## src/vpic_pkg.sv

```systemverilog
// Function
// - Eight-bit data path, driven only when enabled
// - Writes load four init and three operation words
// - Cascade lines outputs on master, inputs on slave
// - Master puts granted slave id on cascade lines
// - Matching slave drives vector on next acknowledges
// - Acknowledges release vector bytes in processor format
// - Request output high while an unmasked request outranks every level in service
// - One pending bit per request line
// - One in-service bit per request line
// - Acknowledge sets in-service bit of winning request
// - Mask bit removes line from resolution and request
// - Masking high lines never blocks lower lines
// - Lines selectable edge or active-high level sensing
// - Eight lines per device, sixty-four when cascaded
// - Pending, in-service readable; mask writable and readable
// - Separate in/out ports, each output group enabled
package vpic_pkg;
  // Widths
  localparam int DW = 8;
  localparam int LVL_W = 3;
  // First init word fields
  localparam int W1_IC4 = 0;
  localparam int W1_SNGL = 1;
  localparam int W1_LTIM = 3;
  localparam int W1_MARK = 4;
  localparam int W1_ADDR_LO = 5;
  // Vector base field of second init word
  localparam int W2_BASE_LO = 3;
  // Processor mode bit of fourth init word
  localparam int W4_X86 = 0;
  // Operation word fields
  localparam int OP_IS_W3 = 3;
  localparam int OP_EOI = 5;
  localparam int OP_SPEC = 6;
  localparam int OP_RD_REG = 1;
  localparam int OP_RD_SEL = 0;
  // Acknowledge sequence constants
  localparam logic [1:0] PULSES_X86 = 2'h2;
  localparam logic [1:0] PULSES_X80 = 2'h3;
  localparam logic [1:0] PULSE_1 = 2'h1;
  localparam logic [1:0] PULSE_2 = 2'h2;
  localparam logic [1:0] PULSE_3 = 2'h3;
  localparam logic [7:0] CALL_OPCODE = 8'hCD;
  localparam logic [2:0] LVL_SPURIOUS = 3'h7;

  // Initialisation phases
  typedef enum logic [2:0] {
    PH_IDLE, PH_W2, PH_W3, PH_W4, PH_READY
  } vpic_phase_t;

  // Pins seen from outside the clock domain
  typedef struct packed {
    logic sel;
    logic rd_n;
    logic wr_n;
    logic cs_n;
    logic ack_n;
    logic sp_en;
    logic [LVL_W-1:0] cas;
    logic [DW-1:0] din;
    logic [DW-1:0] req;
  } vpic_pins_t;

  // Idle pin levels used as synchroniser reset
  localparam vpic_pins_t PINS_IDLE = '{rd_n: 1'h1, wr_n: 1'h1,
    cs_n: 1'h1, ack_n: 1'h1, default: '0};

  // Whole controller state
  typedef struct packed {
    vpic_phase_t phase;
    logic [DW-1:0] w1;
    logic [DW-1:0] w2;
    logic [DW-1:0] w3;
    logic [DW-1:0] w4;
    logic [DW-1:0] mask;
    logic [DW-1:0] pend;
    logic [DW-1:0] insvc;
    logic rd_isvc;
    logic [DW-1:0] req_prev;
    logic wr_prev;
    logic ack_prev;
    logic [1:0] pulse;
    logic [LVL_W-1:0] lvl;
    logic granted;
    logic mine;
    logic [DW-1:0] dout;
    logic doe;
    logic [LVL_W-1:0] cas;
    logic cas_oe;
    logic intr;
  } vpic_state_t;

  // Reset value of the state
  localparam vpic_state_t STATE_RST = '{phase: PH_IDLE, wr_prev: 1'h1,
    ack_prev: 1'h1, default: '0};

  // Lowest set bit: {found, index}
  function automatic logic [LVL_W:0] lowest_set(input logic [DW-1:0] v);
    logic [LVL_W:0] r;
    r = '0;
    for (int i = DW - 1; i >= 0; i--) begin
      if (v[i]) begin
        r = {1'h1, LVL_W'(i)};
      end
    end
    return r;
  endfunction : lowest_set
endpackage : vpic_pkg

```

## src/vpic_sync.sv

```systemverilog
// Two-stage synchroniser for a bundle of pins
module vpic_sync #(
  parameter int W = 1,
  parameter logic [W-1:0] INIT = '0
) (
  // Clock and reset
  input wire logic clk,
  input wire logic rst_n,
  // Raw and synchronised bundle
  input wire logic [W-1:0] d,
  output logic [W-1:0] q
);
  // Stage 0 feeds only stage 1
  logic [1:0][W-1:0] s_reg;
  logic [1:0][W-1:0] s_next;

  // Shift one stage per clock
  always_comb begin
    s_next[0] = d;
    s_next[1] = s_reg[0];
  end

  // Registers, idle levels at reset
  always_ff @(posedge clk or negedge rst_n) begin
    if (!rst_n) begin
      s_reg <= {INIT, INIT};
    end else begin
      s_reg <= s_next;
    end
  end

  // Output from second stage only
  assign q = s_reg[1];
endmodule : vpic_sync

```

## src/vpic_prio.sv

```systemverilog
// Fully nested priority resolver, line 0 highest
module vpic_prio (
  // Register contents
  input wire logic [vpic_pkg::DW-1:0] pend,
  input wire logic [vpic_pkg::DW-1:0] mask,
  input wire logic [vpic_pkg::DW-1:0] insvc,
  // Winning line
  output logic valid,
  output logic [vpic_pkg::LVL_W-1:0] lvl
);
  // Found flag and index of best request and best in-service
  logic [vpic_pkg::LVL_W:0] top_req;
  logic [vpic_pkg::LVL_W:0] top_svc;

  // Masked lines drop out; unmasked lower ones still compete
  assign top_req = vpic_pkg::lowest_set(pend & ~mask);
  assign top_svc = vpic_pkg::lowest_set(insvc);

  // Win only above every level in service
  always_comb begin
    valid = top_req[vpic_pkg::LVL_W] && (!top_svc[vpic_pkg::LVL_W] ||
      top_req[vpic_pkg::LVL_W-1:0] < top_svc[vpic_pkg::LVL_W-1:0]);
    lvl = top_req[vpic_pkg::LVL_W-1:0];
  end
endmodule : vpic_prio

```

## src/vpic_top.sv

```systemverilog
// Eight-line vectored priority interrupt controller
//
// The plain strobed port and the register offsets were chosen for this implementation.
module vpic_top (
  // Clock and reset
  input wire logic CLK,
  input wire logic RST_N,
  // Processor register port
  input wire logic REGISTER_SELECT_BIT,
  input wire logic RD_N,
  input wire logic WR_N,
  input wire logic CS_N,
  input wire logic [vpic_pkg::DW-1:0] DIN,
  output logic [vpic_pkg::DW-1:0] DOUT,
  output logic DOUT_OE,
  // Request and acknowledge
  input wire logic [vpic_pkg::DW-1:0] REQUEST_LINES,
  input wire logic ACK_N,
  output logic INT_REQ,
  // Cascade id lines
  input wire logic [vpic_pkg::LVL_W-1:0] CASCADE_ID_LINES_IN,
  output logic [vpic_pkg::LVL_W-1:0] CASCADE_ID_LINES_OUT,
  output logic CASCADE_ID_LINES_OE,
  // Slave program / buffer enable
  input wire logic SP_EN_IN,
  output logic SP_EN_OUT,
  output logic SP_EN_OE
);
  // Raw and synchronised pins
  vpic_pkg::vpic_pins_t pins_raw;
  vpic_pkg::vpic_pins_t pins;
  // State and its next value
  vpic_pkg::vpic_state_t s_reg;
  vpic_pkg::vpic_state_t s_next;
  // Resolver result
  logic grant_ok;
  logic [vpic_pkg::LVL_W-1:0] grant_lvl;
  // Decoded conditions
  logic ready;
  logic cascaded;
  logic master;
  logic x86;
  logic wr_go;
  logic rd_on;
  logic ack_fall;
  logic ack_rise;
  logic first;
  logic is_w1;
  logic own_call;
  logic slave_hit;
  logic [1:0] last_pulse;
  logic [1:0] cur_pulse;
  logic [vpic_pkg::LVL_W:0] eoi_top;

  // Gather pins into one bundle
  assign pins_raw = '{sel: REGISTER_SELECT_BIT, rd_n: RD_N, wr_n: WR_N,
    cs_n: CS_N, ack_n: ACK_N, sp_en: SP_EN_IN, cas: CASCADE_ID_LINES_IN,
    din: DIN, req: REQUEST_LINES};

  // Every pin crosses two flops before use
  vpic_sync #(
    .W($bits(vpic_pkg::vpic_pins_t)),
    .INIT(vpic_pkg::PINS_IDLE)
  ) u_sync (
    .clk(CLK),
    .rst_n(RST_N),
    .d(pins_raw),
    .q(pins)
  );

  // Priority resolver
  vpic_prio u_prio (
    .pend(s_reg.pend),
    .mask(s_reg.mask),
    .insvc(s_reg.insvc),
    .valid(grant_ok),
    .lvl(grant_lvl)
  );

  // Mode and strobe decode
  always_comb begin
    ready = s_reg.phase == vpic_pkg::PH_READY;
    cascaded = !s_reg.w1[vpic_pkg::W1_SNGL];
    master = pins.sp_en;
    x86 = s_reg.w4[vpic_pkg::W4_X86];
    // Select low with exactly one strobe
    wr_go = !pins.cs_n && !pins.wr_n && pins.rd_n && s_reg.wr_prev;
    rd_on = !pins.cs_n && !pins.rd_n && pins.wr_n;
    // Acknowledge pulse edges
    ack_fall = !pins.ack_n && s_reg.ack_prev;
    ack_rise = pins.ack_n && !s_reg.ack_prev;
    first = s_reg.pulse == '0;
    is_w1 = !pins.sel && pins.din[vpic_pkg::W1_MARK];
    // Master or single device sends the call opcode
    own_call = master || !cascaded;
    // Slave sees its own id on the cascade lines
    slave_hit = pins.cas == s_reg.w3[vpic_pkg::LVL_W-1:0];
    last_pulse = x86 ? vpic_pkg::PULSES_X86 : vpic_pkg::PULSES_X80;
    cur_pulse = 2'(s_reg.pulse + 2'h1);
    eoi_top = vpic_pkg::lowest_set(s_reg.insvc);
  end

  // Next state
  always_comb begin
    logic [vpic_pkg::DW-1:0] clr;
    logic [vpic_pkg::DW-1:0] rise;
    clr = '0;
    rise = pins.req & ~s_reg.req_prev;
    s_next = s_reg;
    s_next.wr_prev = pins.wr_n;
    s_next.ack_prev = pins.ack_n;
    s_next.req_prev = pins.req;

    // Command words from processor writes
    if (wr_go) begin
      if (is_w1) begin
        // Restart of initialisation clears mode word 4, mask, in-service and acknowledge state
        s_next.w1 = pins.din;
        s_next.w4 = '0;
        s_next.phase = vpic_pkg::PH_W2;
        s_next.mask = '0;
        s_next.insvc = '0;
        s_next.rd_isvc = 1'h0;
        s_next.pulse = '0;
        s_next.cas_oe = 1'h0;
        s_next.mine = 1'h0;
      end else begin
        case (s_reg.phase)
          vpic_pkg::PH_W2: begin
            // Vector base; skip cascade word when single
            s_next.w2 = pins.din;
            if (cascaded) begin
              s_next.phase = vpic_pkg::PH_W3;
            end else if (s_reg.w1[vpic_pkg::W1_IC4]) begin
              s_next.phase = vpic_pkg::PH_W4;
            end else begin
              s_next.phase = vpic_pkg::PH_READY;
            end
          end
          vpic_pkg::PH_W3: begin
            // Slave map on master, own id on slave
            s_next.w3 = pins.din;
            if (s_reg.w1[vpic_pkg::W1_IC4]) begin
              s_next.phase = vpic_pkg::PH_W4;
            end else begin
              s_next.phase = vpic_pkg::PH_READY;
            end
          end
          vpic_pkg::PH_W4: begin
            // Processor mode
            s_next.w4 = pins.din;
            s_next.phase = vpic_pkg::PH_READY;
          end
          vpic_pkg::PH_READY: begin
            if (pins.sel) begin
              // Mask word
              s_next.mask = pins.din;
            end else if (pins.din[vpic_pkg::OP_IS_W3]) begin
              // Read select word
              if (pins.din[vpic_pkg::OP_RD_REG]) begin
                s_next.rd_isvc = pins.din[vpic_pkg::OP_RD_SEL];
              end
            end else if (pins.din[vpic_pkg::OP_EOI]) begin
              // End of interrupt: one to clear a level in service
              if (pins.din[vpic_pkg::OP_SPEC]) begin
                s_next.insvc[pins.din[vpic_pkg::LVL_W-1:0]] = 1'h0;
              end else if (eoi_top[vpic_pkg::LVL_W]) begin
                s_next.insvc[eoi_top[vpic_pkg::LVL_W-1:0]] = 1'h0;
              end
            end
          end
          default: begin
            // Not initialised: writes ignored
          end
        endcase
      end
    end

    // First acknowledge falls: freeze winner
    if (ready && ack_fall && first) begin
      s_next.lvl = grant_ok ? grant_lvl : vpic_pkg::LVL_SPURIOUS;
      s_next.granted = grant_ok;
      s_next.mine = own_call && !(cascaded && s_reg.w3[grant_lvl]);
      if (grant_ok && own_call) begin
        s_next.insvc[grant_lvl] = 1'h1;
        clr[grant_lvl] = 1'h1;
      end
      // Master names the slave behind the granted line
      if (grant_ok && master && cascaded && s_reg.w3[grant_lvl]) begin
        s_next.cas = grant_lvl;
        s_next.cas_oe = 1'h1;
      end
    end

    // Slave checks the id at the end of the first pulse
    if (ready && ack_rise && first && cascaded && !master) begin
      if (slave_hit) begin
        s_next.mine = 1'h1;
        if (s_reg.granted) begin
          s_next.insvc[s_reg.lvl] = 1'h1;
          clr[s_reg.lvl] = 1'h1;
        end
      end
    end

    // Count pulses; sequence ends after the last one
    if (ready && ack_rise) begin
      if (cur_pulse == last_pulse) begin
        s_next.pulse = '0;
        s_next.cas_oe = 1'h0;
        s_next.mine = 1'h0;
      end else begin
        s_next.pulse = cur_pulse;
      end
    end

    // Pending bits; a new edge wins over the acknowledge clear
    if (!ready) begin
      s_next.pend = '0;
    end else if (s_reg.w1[vpic_pkg::W1_LTIM]) begin
      s_next.pend = pins.req;
    end else begin
      s_next.pend = (s_reg.pend & pins.req & ~clr) | rise;
    end

    // Data bus output
    s_next.doe = 1'h0;
    if (rd_on) begin
      // Status read: mask, or pending / in-service
      s_next.doe = 1'h1;
      if (pins.sel) begin
        s_next.dout = s_reg.mask;
      end else if (s_reg.rd_isvc) begin
        s_next.dout = s_reg.insvc;
      end else begin
        s_next.dout = s_reg.pend;
      end
    end else if (ready && !pins.ack_n && !first) begin
      // Vector bytes in later pulses
      if (x86) begin
        if (s_reg.mine && cur_pulse == vpic_pkg::PULSE_2) begin
          s_next.doe = 1'h1;
          s_next.dout = {s_reg.w2[vpic_pkg::DW-1:vpic_pkg::W2_BASE_LO],
            s_reg.lvl};
        end
      end else if (s_reg.mine && cur_pulse == vpic_pkg::PULSE_2) begin
        s_next.doe = 1'h1;
        s_next.dout = {s_reg.w1[vpic_pkg::DW-1:vpic_pkg::W1_ADDR_LO],
          s_reg.lvl, 2'h0};
      end else if (s_reg.mine && cur_pulse == vpic_pkg::PULSE_3) begin
        s_next.doe = 1'h1;
        s_next.dout = s_reg.w2;
      end
    end else if (ready && !pins.ack_n && !x86 && own_call) begin
      // Call opcode in the first pulse
      if (cur_pulse == vpic_pkg::PULSE_1) begin
        s_next.doe = 1'h1;
        s_next.dout = vpic_pkg::CALL_OPCODE;
      end
    end

    // Processor request
    s_next.intr = ready && grant_ok;
  end

  // State register
  always_ff @(posedge CLK or negedge RST_N) begin
    if (!RST_N) begin
      s_reg <= vpic_pkg::STATE_RST;
    end else begin
      s_reg <= s_next;
    end
  end

  // Outputs from flops
  assign DOUT = s_reg.dout;
  assign DOUT_OE = s_reg.doe;
  assign INT_REQ = s_reg.intr;
  assign CASCADE_ID_LINES_OUT = s_reg.cas;
  assign CASCADE_ID_LINES_OE = s_reg.cas_oe;
  // Buffered mode absent: pin is only an input
  assign SP_EN_OUT = 1'h0;
  assign SP_EN_OE = 1'h0;

  // Read of the mask shows it next cycle
  a_read_mask: assert property (@(posedge CLK) disable iff (!RST_N)
    rd_on && pins.sel |=> DOUT_OE && DOUT == $past(s_reg.mask))
    else $error("mask read not returned");

  // First init word restarts the sequence
  a_init_restart: assert property (@(posedge CLK) disable iff (!RST_N)
    wr_go && is_w1 |=> s_reg.phase == vpic_pkg::PH_W2 && s_reg.mask == '0)
    else $error("init word did not restart");

  // Cascade drivers only on a cascaded master
  a_cas_master: assert property (@(posedge CLK) disable iff (!RST_N)
    CASCADE_ID_LINES_OE |-> master && cascaded)
    else $error("cascade driven while not master");

  // Granted slave line named on cascade
  a_cas_id_out: assert property (@(posedge CLK) disable iff (!RST_N)
    ready && ack_fall && first && grant_ok && master && cascaded &&
    s_reg.w3[grant_lvl] |=> CASCADE_ID_LINES_OE &&
    CASCADE_ID_LINES_OUT == $past(grant_lvl))
    else $error("slave id not placed");

  // Matching slave takes the vector bytes
  a_slave_match: assert property (@(posedge CLK) disable iff (!RST_N)
    ready && ack_rise && first && cascaded && !master && slave_hit
    |=> s_reg.mine)
    else $error("matching slave not selected");

  // Second pulse in x86 mode drives a byte whose low bits hold the level
  a_x86_vector: assert property (@(posedge CLK) disable iff (!RST_N)
    ready && x86 && s_reg.mine && !pins.ack_n && !rd_on &&
    cur_pulse == vpic_pkg::PULSE_2 |=> DOUT_OE &&
    DOUT[vpic_pkg::LVL_W-1:0] == $past(s_reg.lvl))
    else $error("vector byte missing");

  // Request output follows resolver, two cycles at most
  a_int_follow: assert property (@(posedge CLK) disable iff (!RST_N)
    ready && grant_ok ##1 ready && grant_ok |-> INT_REQ)
    else $error("request output not raised");

  // Acknowledge marks the winner in service
  a_isvc_set: assert property (@(posedge CLK) disable iff (!RST_N)
    ready && ack_fall && first && grant_ok && own_call
    |=> s_reg.insvc[$past(grant_lvl)])
    else $error("in-service bit not set");

  // A masked line never wins
  a_mask_block: assert property (@(posedge CLK) disable iff (!RST_N)
    grant_ok |-> !s_reg.mask[grant_lvl])
    else $error("masked line granted");

  // Lowest line still wins with all others masked
  a_low_unblock: assert property (@(posedge CLK) disable iff (!RST_N)
    s_reg.pend[vpic_pkg::DW-1] && s_reg.mask == 8'h7F &&
    s_reg.insvc == '0 |-> grant_ok)
    else $error("lower line blocked by mask");

  // Rising edge is caught in edge mode
  a_edge_catch: assert property (@(posedge CLK) disable iff (!RST_N)
    ready && !s_reg.w1[vpic_pkg::W1_LTIM] && pins.req[0] &&
    !s_reg.req_prev[0] |=> s_reg.pend[0])
    else $error("edge request lost");

  // Line zero beats all others
  a_line0_top: assert property (@(posedge CLK) disable iff (!RST_N)
    s_reg.pend[0] && !s_reg.mask[0] && s_reg.insvc == '0
    |-> grant_ok && grant_lvl == '0)
    else $error("line zero not highest");
endmodule : vpic_top

```

## config.mk

```make
export PLATFORM = sky130hd
export DESIGN_NAME = vpic_top
export DESIGN_NICKNAME = d
export VERILOG_FILES = /design/src/vpic_pkg.sv /design/src/vpic_sync.sv /design/src/vpic_prio.sv /design/src/vpic_top.sv
export SDC_FILE = /design/constraint.sdc
export NUM_CORES = 1
export LEC_CHECK = 0
export ABC_AREA = 0
export ABC_CLOCK_PERIOD_IN_PS = 2900
export BUFFER_PORTS_ARGS = -buffer_cell sky130_fd_sc_hd__buf_2
export CAP_MARGIN = 20
export CORE_MARGIN = 8
export CORE_UTILIZATION = 54
export CTS_CLUSTER_DIAMETER = 40
export DETAILED_ROUTE_END_ITERATION = 10
export GPL_TIMING_DRIVEN = 0
export HOLD_SLACK_MARGIN = 0.02
export MAX_ROUTING_LAYER = met4
export PLACE_DENSITY = 0.75
export SYNTH_ARGS = -nofsm -noshare
export SYNTH_HDL_FRONTEND = slang
export SYNTH_SLANG_ARGS = --single-unit
```

## constraint.sdc

```tcl
create_clock -name CLK -period 2.9 [get_ports CLK]
set_input_delay 0 -clock CLK [delete_from_list [all_inputs] [get_ports CLK]]
set_output_delay 0 -clock CLK [all_outputs]
set_load 0.005 [all_outputs]
```

==> results of run 1 <==
[cells in the final DEF (no fill, tap or decap), drive strengths merged, types with 4 or more instances in the layout]
cell type    instances
dfrtp              122
nand2               73
buf                 64
clkbuf              43
o21ai               39
nor2                30
a21oi               29
dlygate4sd3         26
inv                 23
nand3               15
mux2                15
nor3                15
nand2b              13
nor2b               12
o211ai              10
dfstp               10
mux2i                9
and3                 7
a22oi                6
a22o                 5
nor3b                5
a41oi                5
ha                   5
a21o                 4
a31oi                4
a41o                 4
a221oi               4
bufinv               4
nor4                 4
o22ai                4
[layout make-up]
type	count	area (um^2)
fill	857	3370
sequential	132	3320
multi-input combinational	373	2400
timing repair buffer	73	552
clock buffer	19	442
buffer	41	224
clock inverter	13	195
tap	140	175
inverter	19	73.8
[path summary, 6_finish.rpt]
kind	to	slack [ns]	cells past startpoint
max	s_reg[42]$_DFF_PN0_	0.09	8
min	u_sync.q[20]$_DFF_PN1_	0.07	2
max reg2reg	s_reg[42]$_DFF_PN0_	0.09	8
min reg2reg	u_sync.q[4]$_DFF_PN0_	0.34	0
max in group asynchronous	u_sync.s_next[34]$_DFF_PN0_	2.35	3
min in group CLK	u_sync.s_next[39]$_DFF_PN0_	0.11	2
[layer usage]
layer | part of all wire (%) | routed length [um]
met1 | 44 | 7190
met2 | 47 | 7710
met3 | 6.6 | 1080
met4 | 2.3 | 379
met5 | 0 | 0
[metrics by stage]
| step | setup WS [ns] | cell area, um^2 | total power [mW] | hold WS (ns) |
|---|---|---|---|---|
| 5_1_grt | -0.00244 | 7380 | 5.89 | 0.0702 |
| 2_1_floorplan | 0.219 | 5920 | 2.92 | -0.296 |
| 3_5_place_dp | -0.301 | 6330 | 3.26 | -0.0724 |
| 3_3_place_gp | -0.246 | 6300 | 3.21 | 0.105 |
| 4_1_cts | 0.0285 | 7280 | 5.61 | 0.0443 |
| 6_report | 0.0871 | 7380 | 5.65 | 0.0681 |
[logic make-up (layout without fill, tap and decap cells)]
logic type / count (synthesis) / after routing / synth area share, %
AND/OR/NAND/NOR: 196 / 196 / 16.6
AO/OA/AOI/OAI: 142 / 142 / 16.3
flip-flops: 132 / 132 / 56.0
buffers and inverters: 60 / 165 / 4.99
multiplexers: 24 / 24 / 4.38
adder cells (fa/ha/maj): 5 / 5 / 1.06
XOR/XNOR: 4 / 4 / 0.592
other: 1 / 2 / 0.0634
[repair_timing]
item | 4_1_cts | 5_1_grt
cloned | 0 | 0
setup endpoints to repair | 18 | 22
hold buffers | 27 | 0
setup buffers | 0 | 4
endpoints found under the hold margin | 156 | 0
pin swaps | 0 | 3
resized for setup | 7 | 14
[critical path, cell delays in order (launching register included)]
cell and delay (ns):
dfrtp_2 0.44, inv_4 0.09, ha_4 0.16, or3b_2 0.47
or4b_4 0.53, or4_4 0.47, o21ai_2 0.15, a31oi_1 0.06
o311a_1 0.31
[power groups by stage]
stage / combinational, mW / sequential (mW) / clock [mW]
final: 1.05 / 2.32 / 2.29
after detailed placement: 0.924 / 2.33 / 0
after floorplan: 0.665 / 2.25 / 0
after global routing: 1.15 / 2.34 / 2.40
after CTS: 0.984 / 2.30 / 2.32
after global placement: 0.892 / 2.32 / 0
==> metrics.txt, run 1 <==
status=finished, final reports clean; I/O pins=43; clock skew=0.00771 ns; DR vias/cell=5.93; Seq cells post-synth=132; GR Util met3=6.29%; total gr overflow=0; number of cell rows=38; Clock Latency Late Sink=0.53 ns; worst rel slew slack=32.2%; TritonRoute pass-1 iters=5; routing usage on met1=between 20% and 30%; Num CTS Buffers=17; Routed Antenna Nets=0; overall die width=about 120 um; EDFF count, synth=0; Top Usage Layer GRT=met2; TritonCTS clock tree=done; VDD IR max=628 uV; routed wire length=16.4 mm; fmax=approximately 0.36 GHz; Largest register FFs=68; Worst Path Class, Setup=flip-flop to flip-flop; vias in the first global route=4809; Arr. time, crit path=3.22 ns; Final Cycle Share=97.0%; Pins Over Slew Limit=0; initial antenna violation count=0; cell area after synthesis=5920 um^2; number of buffers added on ports=40; CTS Root Buffer Type=clkbuf_8; top-count cell post-synth=dfrtp_1; Psw=approximately 1.6 mW; Main synth FF type=dfrtp_1; Synth area leader=dfrtp_1; Sw Share=between 20% and 30%; Final Non-Filler Cells=810; M2 GR Usage=a little over a third; final core utilization=68.6%; critical path capture point type=flip-flop; post-synthesis cell count=564; number of diodes=0; Setup Viol. Count Final=0; TNS Setup=0 ns; Worst Path Required=between 3 and 4 ns; CP Launch Type=flip-flop; WL/cell=20.2 um; Yosys top cell area share=51.6%; clock sinks=approximately 130; P_leak=3.36 nW; Layout Nets=689; Syn-to-layout area delta=24.6%; FF-to-FF Start=s_reg[19]$_DFFE_PN0P_; endpoints failing hold=0; largest net degree at the start of global routing=93; Logic pwr share=18.5%; global-route wire length before repair=approximately 26 mm; Seq/Total Area, Yosys=56.0%; Synth top cells by count=dfrtp_1, nand2_1, o21ai_0; DRT iter0 DRCs=~380; clk slew on worst S/H paths=0.06 ns; pwr/cell area=767 nW/um^2; max cap viols=0; Pint=4.03 mW; min cycle time layout=2.81 ns; Die H=between 100 and 150 um; Sequential Power Share=about two fifths; crit-path max FO=3; Clk pwr share=40.5%; gp weighted congestion=0.899; gr usage total=23.9%; die area=14600 um^2; # DRC=0; Worst Setup SP=s_reg[19]$_DFFE_PN0P_; post-synth cell types=66; Max H-tree Level=4; Yosys warnings=0; ys async rst share=100%; Detailed Place HPWL=~11 mm; ratio of cells with drive above 1 in the final layout=21.8%; Placed Cells=~750; Max Root-Sink Buffers=2; Via Count=4805; HP Class=input pin to asynchronous set/reset pin; Starting Density=55.1%; worst-margin pin slew=between 1 and 1.5 ns; CORE AREA=10700 um^2; top post-synthesis cells by area=dfrtp_1, nand2_1, dfstp_2; Avg Inst Size Synth=10.5 um^2
Note: power is estimated with default switching activity, not from simulation.
==> run 2, diff against run 1 <==
- CORE_ASPECT_RATIO: not set -> 1.1
==> run 2 against run 1 <==
- die area about the same
- global-route usage decreased by 2.3 points
- sequential share of layout area is essentially flat
- first-iteration DRC count is 1.0% higher
- clock power grew 6%
- routed wire length decreased by 9.8%
- flip-flop and latch count unchanged
- largest cell class unchanged
==> metrics.txt, run 2 (synthesis gave the netlist of run 1 again) <==
status=finished, final reports clean; pwr/cell area=779 nW/um^2; DR vias/cell=5.79; Clock Latency Late Sink=0.41 ns; clock sinks=132; crit-path max FO=4; clock skew=0.00549 ns; multi-input logic area=2390 um^2; HP Class=input pin to asynchronous set/reset pin; Pins Over Slew Limit=0; pre-CTS WS=-0.275 ns; initial antenna violation count=0; CP cell instances=nor2b_1 -> o211ai_1 -> o221a_2 -> o311ai_0 -> a2111oi_4 -> buf_4 -> o21ba_2; number of cell rows=40; WHS=about 0.12 ns; gr usage total=21.6%; overall die width=between 100 and 150 um; CORE AREA=roughly 11000 um^2; number of buffers added on ports=40; Syn-to-layout area delta=24.7%; fillers=824; Starting Density=between 50% and 60%; worst rel slew slack=31.2%; total gr overflow=0; I/O pins=43; WL/cell=18.1 um; gp weighted congestion=0.929; TritonRoute pass-1 iters=5; CTS Root Buffer Type=clkbuf_16; Layout Nets=687; critical path capture point type=flip-flop; Largest register FFs=68; Via Count=4716; slowest stage delay, CP=0.75 ns; Worst Setup SP=s_reg[47]$_DFF_PN0_; endpoints failing hold=0; vias in the first global route=4628; routed wire length=14.8 mm; Die H=126 um; final worst slack=0.0500 ns; ratio of cells with drive above 1 in the final layout=between 20% and 30%; number of diodes=0; placed cell area=6340 um^2; # DRC=0; Routed Antenna Nets=0; die area=around 15000 um^2; Worst Path Required=3.20 ns; Setup Viol. Count Final=0; VDD IR max=420 uV; FF-to-FF Start=s_reg[47]$_DFF_PN0_; worst-margin pin slew=1.03 ns; Detailed Place HPWL=10.3 mm; Max H-tree Level=4; TritonCTS clock tree=done; commonest non-fill, non-tap cell in the layout=dfrtp_1; global-route wire length before repair=about 24 mm; Worst Path Class, Setup=flip-flop to flip-flop; Arr. time, crit path=between 3 and 4 ns; RSZ-0062 raised after global routing=no; Final Cycle Share=98.3%; Design Area, Final=7380 um^2; most frequent cells in the layout=dfrtp_1, nand2_1, buf_2; Num CTS Buffers=17; DRT iter0 DRCs=386; CP Launch Type=flip-flop; Max Root-Sink Buffers=2; Sequential Area=around 3300 um^2; TNS Setup=0 ns; largest net degree at the start of global routing=79; Worst path slowest cell=o311ai_0; min cycle time layout=2.85 ns; clk slew on worst S/H paths=around 0.06 ns; max cap viols=0; fmax=0.351 GHz; P_leak=3.36 nW
==> run 2: cell types whose count changed in the layout (fill, tap and decap cells not counted), sizes merged <==
cell,previous run,this run
clkinvlp,2,1
bufinv,4,5
clkbuf,43,42
buf,64,63
==> run 2: routing by layer <==
metal | global-route usage (%) | vias to the layer above | part of all wire (%)
li1 | - | 2196 | -
met1 | 27.1 | 2303 | 43
met2 | 32.5 | 175 | 48
met3 | 4.92 | 42 | 6.0
met4 | 9.85 | 0 | 3.1
met5 | - | - | 0
==> run 2: power breakdown <==
group	internal, mW	total [mW]	switching, mW
combinational	0.478	1.03	0.549
clock	1.59	2.42	0.833
sequential	2.09	2.30	0.208
==> run 2: critical path: cells and delay by family (launching register included) <==
kind            cells  cell delay, ns
buf+inv             1            0.20
simple gates        1            0.36
flops               1            0.43
compound gates      5            1.75
==> run 2: final timing paths <==
kind                                                 end  slack, ns  cells past startpoint
setup / recovery           CASCADE_ID_LINES_OE$_DFF_PN0_       0.05                      7
max in group asynchronous         u_sync.q[22]$_DFF_PN1_       2.05                      3
min in group CLK             u_sync.s_next[36]$_DFF_PN0_       0.22                      2
setup reg to reg           CASCADE_ID_LINES_OE$_DFF_PN0_       0.05                      7
hold / removal                     s_reg[77]$_DFFE_PN0P_       0.12                      2
hold reg to reg                   u_sync.q[15]$_DFF_PN0_       0.34                      0
==> run 2: area by class of cell <==
| cell class | count | area share [%] |
|---|---|---|
| Tap cell | 147 | 2.49 |
| Buffer | 41 | 3.04 |
| Multi-Input combinational cell | 373 | 32.3 |
| Timing Repair Buffer | 71 | 7.11 |
| Clock buffer | 19 | 6.14 |
| Sequential cell | 132 | 45.0 |
| Clock inverter | 13 | 2.97 |
| Inverter | 19 | 0.967 |
==> run 2: per-stage QoR <==
stage	instances	utilization, %	power [mW]
4_1_cts	811	67.5	5.70
3_5_place_dp	753	58.6	3.24
6_report	815	68.3	5.75
5_1_grt	815	68.3	5.97
3_3_place_gp	752	58.3	3.18
2_1_floorplan	565	-	2.92
==> run 2: timing repair <==
| item | CTS | global route |
|---|---|---|
| resized for setup | 5 | 10 |
| pin swaps | 0 | 1 |
| buffers inserted | 0 | 4 |
| endpoints found under the hold margin | 83 | 0 |
| setup endpoints to repair | 15 | 14 |
| hold buffers | 26 | 0 |
==> run 3, diff against run 2 <==
- SYNTH_HIERARCHICAL: not set -> 1
==> run 3 against run 2 <==
- the run now ends with setup timing left
- clock power shrank 21%
- via count is 2.3% higher
- fmax is 5.8% lower
- hold slack lost 0.028 ns
- global-route usage up 1.0 points
- flip-flop and latch count unchanged
- routed wire length rose by 6.4%
- register-to-register slack lost 0.17 ns
- combinational power is 36% higher
- die area increased by 1.8%
- clock skew up 0.0077 ns
- highest routed layer unchanged
==> metrics.txt, run 3 <==
min cycle time layout=between 3 and 4 ns; fmax=0.331 GHz; TritonCTS clock tree=done; gp weighted congestion=approximately 0.95; Routed Antenna Nets=0; die area=~15000 um^2; HP Class=input pin to asynchronous set/reset pin; DRT iter0 DRCs=443; Syn-to-layout area delta=25.2%; CORE AREA=10900 um^2; max cap viols=0; Starting Density=55.4%; Num CTS Buffers=17; Largest register FFs=68; P_leak=3.41 nW; fillers=approximately 840; Max Root-Sink Buffers=2; clock sinks=roughly 130; initial antenna violation count=0; VDD IR max=486 uV; failing checks=setup timing; most frequent cells in the layout=dfrtp_1, nand2_1, buf_2; Detailed Place HPWL=10.4 mm; top-count cell post-synth=dfrtp_1; Max H-tree Level=4; Avg Inst Size Synth=10.7 um^2; top post-synthesis cells by area=dfrtp_1, nand2_1, dfstp_2; CTS Root Buffer Type=clkbuf_16; crit path buf inv count=1; Placed Cells=754; number of diodes=0; multi-input logic area=about 2600 um^2; critical path's top delay family=simple AND/OR/NAND/NOR gates; critical path capture point type=flip-flop; Synth area leader=dfrtp_1; Seq/Total Area, Yosys=54.9%; largest net degree at the start of global routing=85; number of buffers added on ports=40; CP Launch Type=flip-flop; RR Endpoint=s_reg[44]$_DFF_PN0_; gr usage total=between 20% and 30%; FF-to-FF Start=s_reg[43]$_DFF_PN0_; final core utilization=69.3%; CP cell instances=and2b_2 -> a21oi_4 -> nor2b_4 -> nor2b_4 -> ha_4 -> a211o_1 -> nor3_4 -> a2bb2oi_4 -> buf_6 -> nor2b_2 -> nand3_1 -> o211ai_1 -> a31oi_1; Final Non-Filler Cells=827; commonest non-fill, non-tap cell in the layout=dfrtp_1; compound-gate portion of the synthesized area=14.6%; Main synth FF type=dfrtp_1; multiplexer share of the synthesized area=under 10%; RSZ-0062 raised after global routing=yes; Layout Nets=700; slowest stage delay, CP=0.41 ns; Synth top cells by count=dfrtp_1, nand2_1, nor2_1; status=finished, violations left; # DRC=0; Critical Path Most Common Cell=nor2b_4; number of cell rows=40; DR vias/cell=about 6; Worst Path Required=3.18 ns; clk slew on worst S/H paths=about 0.06 ns; worst-margin pin slew=1.01 ns; vias in the first global route=around 5000; endpoints failing hold=0; Worst path slowest cell=dfrtp_1; worst rel slew slack=32.6%; Yosys warnings=6; overall die width=roughly 120 um; r2r worst-path depth=13; crit-path max FO=4; Final Cycle Share=104%; Setup Viol. Count Final=11; clock skew=0.0132 ns; global-route wire length before repair=25.0 mm; cell area after synthesis=6040 um^2; routed wire length=~16 mm; I/O pins=43; Clock Latency Late Sink=0.42 ns; ratio of cells with drive above 1 in the final layout=between 20 and 30%; final worst slack=-0.124 ns; Sequential Area=3320 um^2; pwr/cell area=between 700 and 800 nW/um^2; total gr overflow=0; EDFF count, synth=0; TritonRoute pass-1 iters=5; combinational family with the most area after synthesis=simple AND/OR/NAND/NOR gates; Die H=127 um; Yosys top cell area share=50.5%; Via Count=4823; WL/cell=~19 um; Simple-Gate Fraction of Synth Area=between 10% and 20%; Seq cells post-synth=132; internal reg-to-reg setup slack=-0.12 ns; post-synth cell types=74; xor and xnor area share after synthesis=less than 1%; post-synthesis cell count=between 500 and 600; Arr. time, crit path=3.30 ns; Worst Path Class, Setup=flip-flop to flip-flop; Pins Over Slew Limit=0; pre-CTS WS=-0.742 ns; post-synthesis adder-cell area fraction=1.24%; ys async rst share=100%
[run 3: cell types whose count changed after synthesis, moves of 4 or more]
cell / change
nor2_1: +4
o21ai_0: -5
and3_1: -5
mux2_1: +6
nor3_1: -7
a31oi_1: +5
a221o_1: +4
nand4_1: +5
[run 3: cell type report]
type | count | share of cell area (%)
flip-flops and latches | 132 | 43.8
repair buffers | 82 | 8.22
inverters | 21 | 1.04
well taps | 147 | 2.43
plain buffers | 39 | 2.83
clock inverters | 12 | 1.09
multi-input cells | 374 | 34.5
clock buffers | 20 | 6.04
[run 3: worst max path at each step]
stage,endpoint,start,slack [ns],depth (start not counted)
after global routing,s_reg[47]$_DFF_PN0_,s_reg[43]$_DFF_PN0_,-0.24,13
after floorplan,s_reg[47]$_DFF_PN0_,s_reg[43]$_DFF_PN0_,0.007,13
after CTS,s_reg[47]$_DFF_PN0_,s_reg[43]$_DFF_PN0_,-0.10,13
final,s_reg[44]$_DFF_PN0_,s_reg[43]$_DFF_PN0_,-0.12,13
after global placement,s_reg[47]$_DFF_PN0_,s_reg[47]$_DFF_PN0_,-0.64,13
after detailed placement,s_reg[47]$_DFF_PN0_,s_reg[47]$_DFF_PN0_,-0.74,13
[run 3: logic make-up (layout without fill, tap and decap cells)]
family	after synthesis	in the layout
xor gates and xnor gates	4	4
adders and majority gates	6	6
DFF	132	132
other	1	2
buffers and inverters	60	174
muxes	32	32
and+or+nand+nor	198	198
AOI/OAI and AO/OA	132	132
[run 3: power breakdown]
part | leakage (nW) | internal, mW | switching [mW]
Combinational | 1.52 | 0.618 | 0.782
Clock | 0.250 | 1.13 | 0.786
Sequential | 1.64 | 2.11 | 0.221
[run 3: worst register-to-register path, cell delays in order (launching register included)]
cell       delay (ns)
dfrtp_1          0.41
and2b_2          0.25
a21oi_4          0.13
nor2b_4          0.16
nor2b_4          0.18
ha_4             0.22
a211o_1          0.29
nor3_4           0.16
a2bb2oi_4        0.22
buf_6            0.15
nor2b_2          0.26
nand3_1          0.17
o211ai_1         0.19
a31oi_1          0.12
[run 3: what timing repair did]
action,4_1_cts,5_1_grt
hold buffers,26,0
pin swaps,9,8
setup endpoints to repair,21,19
resized for setup,16,14
hold endpoints to repair,147,0
buffers inserted,11,4
[run 3: per-layer routing]
layer  routed length, um  global-route usage (%)  up-vias
met5                   0                       -        -
met4                 584                    11.0        0
li1                    -                       -     2198
met1                6380                    26.8     2383
met3                 755                    4.13       50
met2                7980                    36.2      192
[run 3: metrics by stage]
stage | hold slack [ns] | TNS [ns] | total power, mW | area [um^2]
global route | 0.135 | -1.94 | 5.90 | 7560
CTS | 0.0990 | -0.623 | 5.59 | 7480
global placement | 0.104 | -6.51 | 3.48 | 6470
finish | 0.0938 | -0.657 | 5.65 | 7560
floorplan | -0.296 | 0 | 3.15 | 6080
detailed placement | -0.0373 | -9.16 | 3.55 | 6500
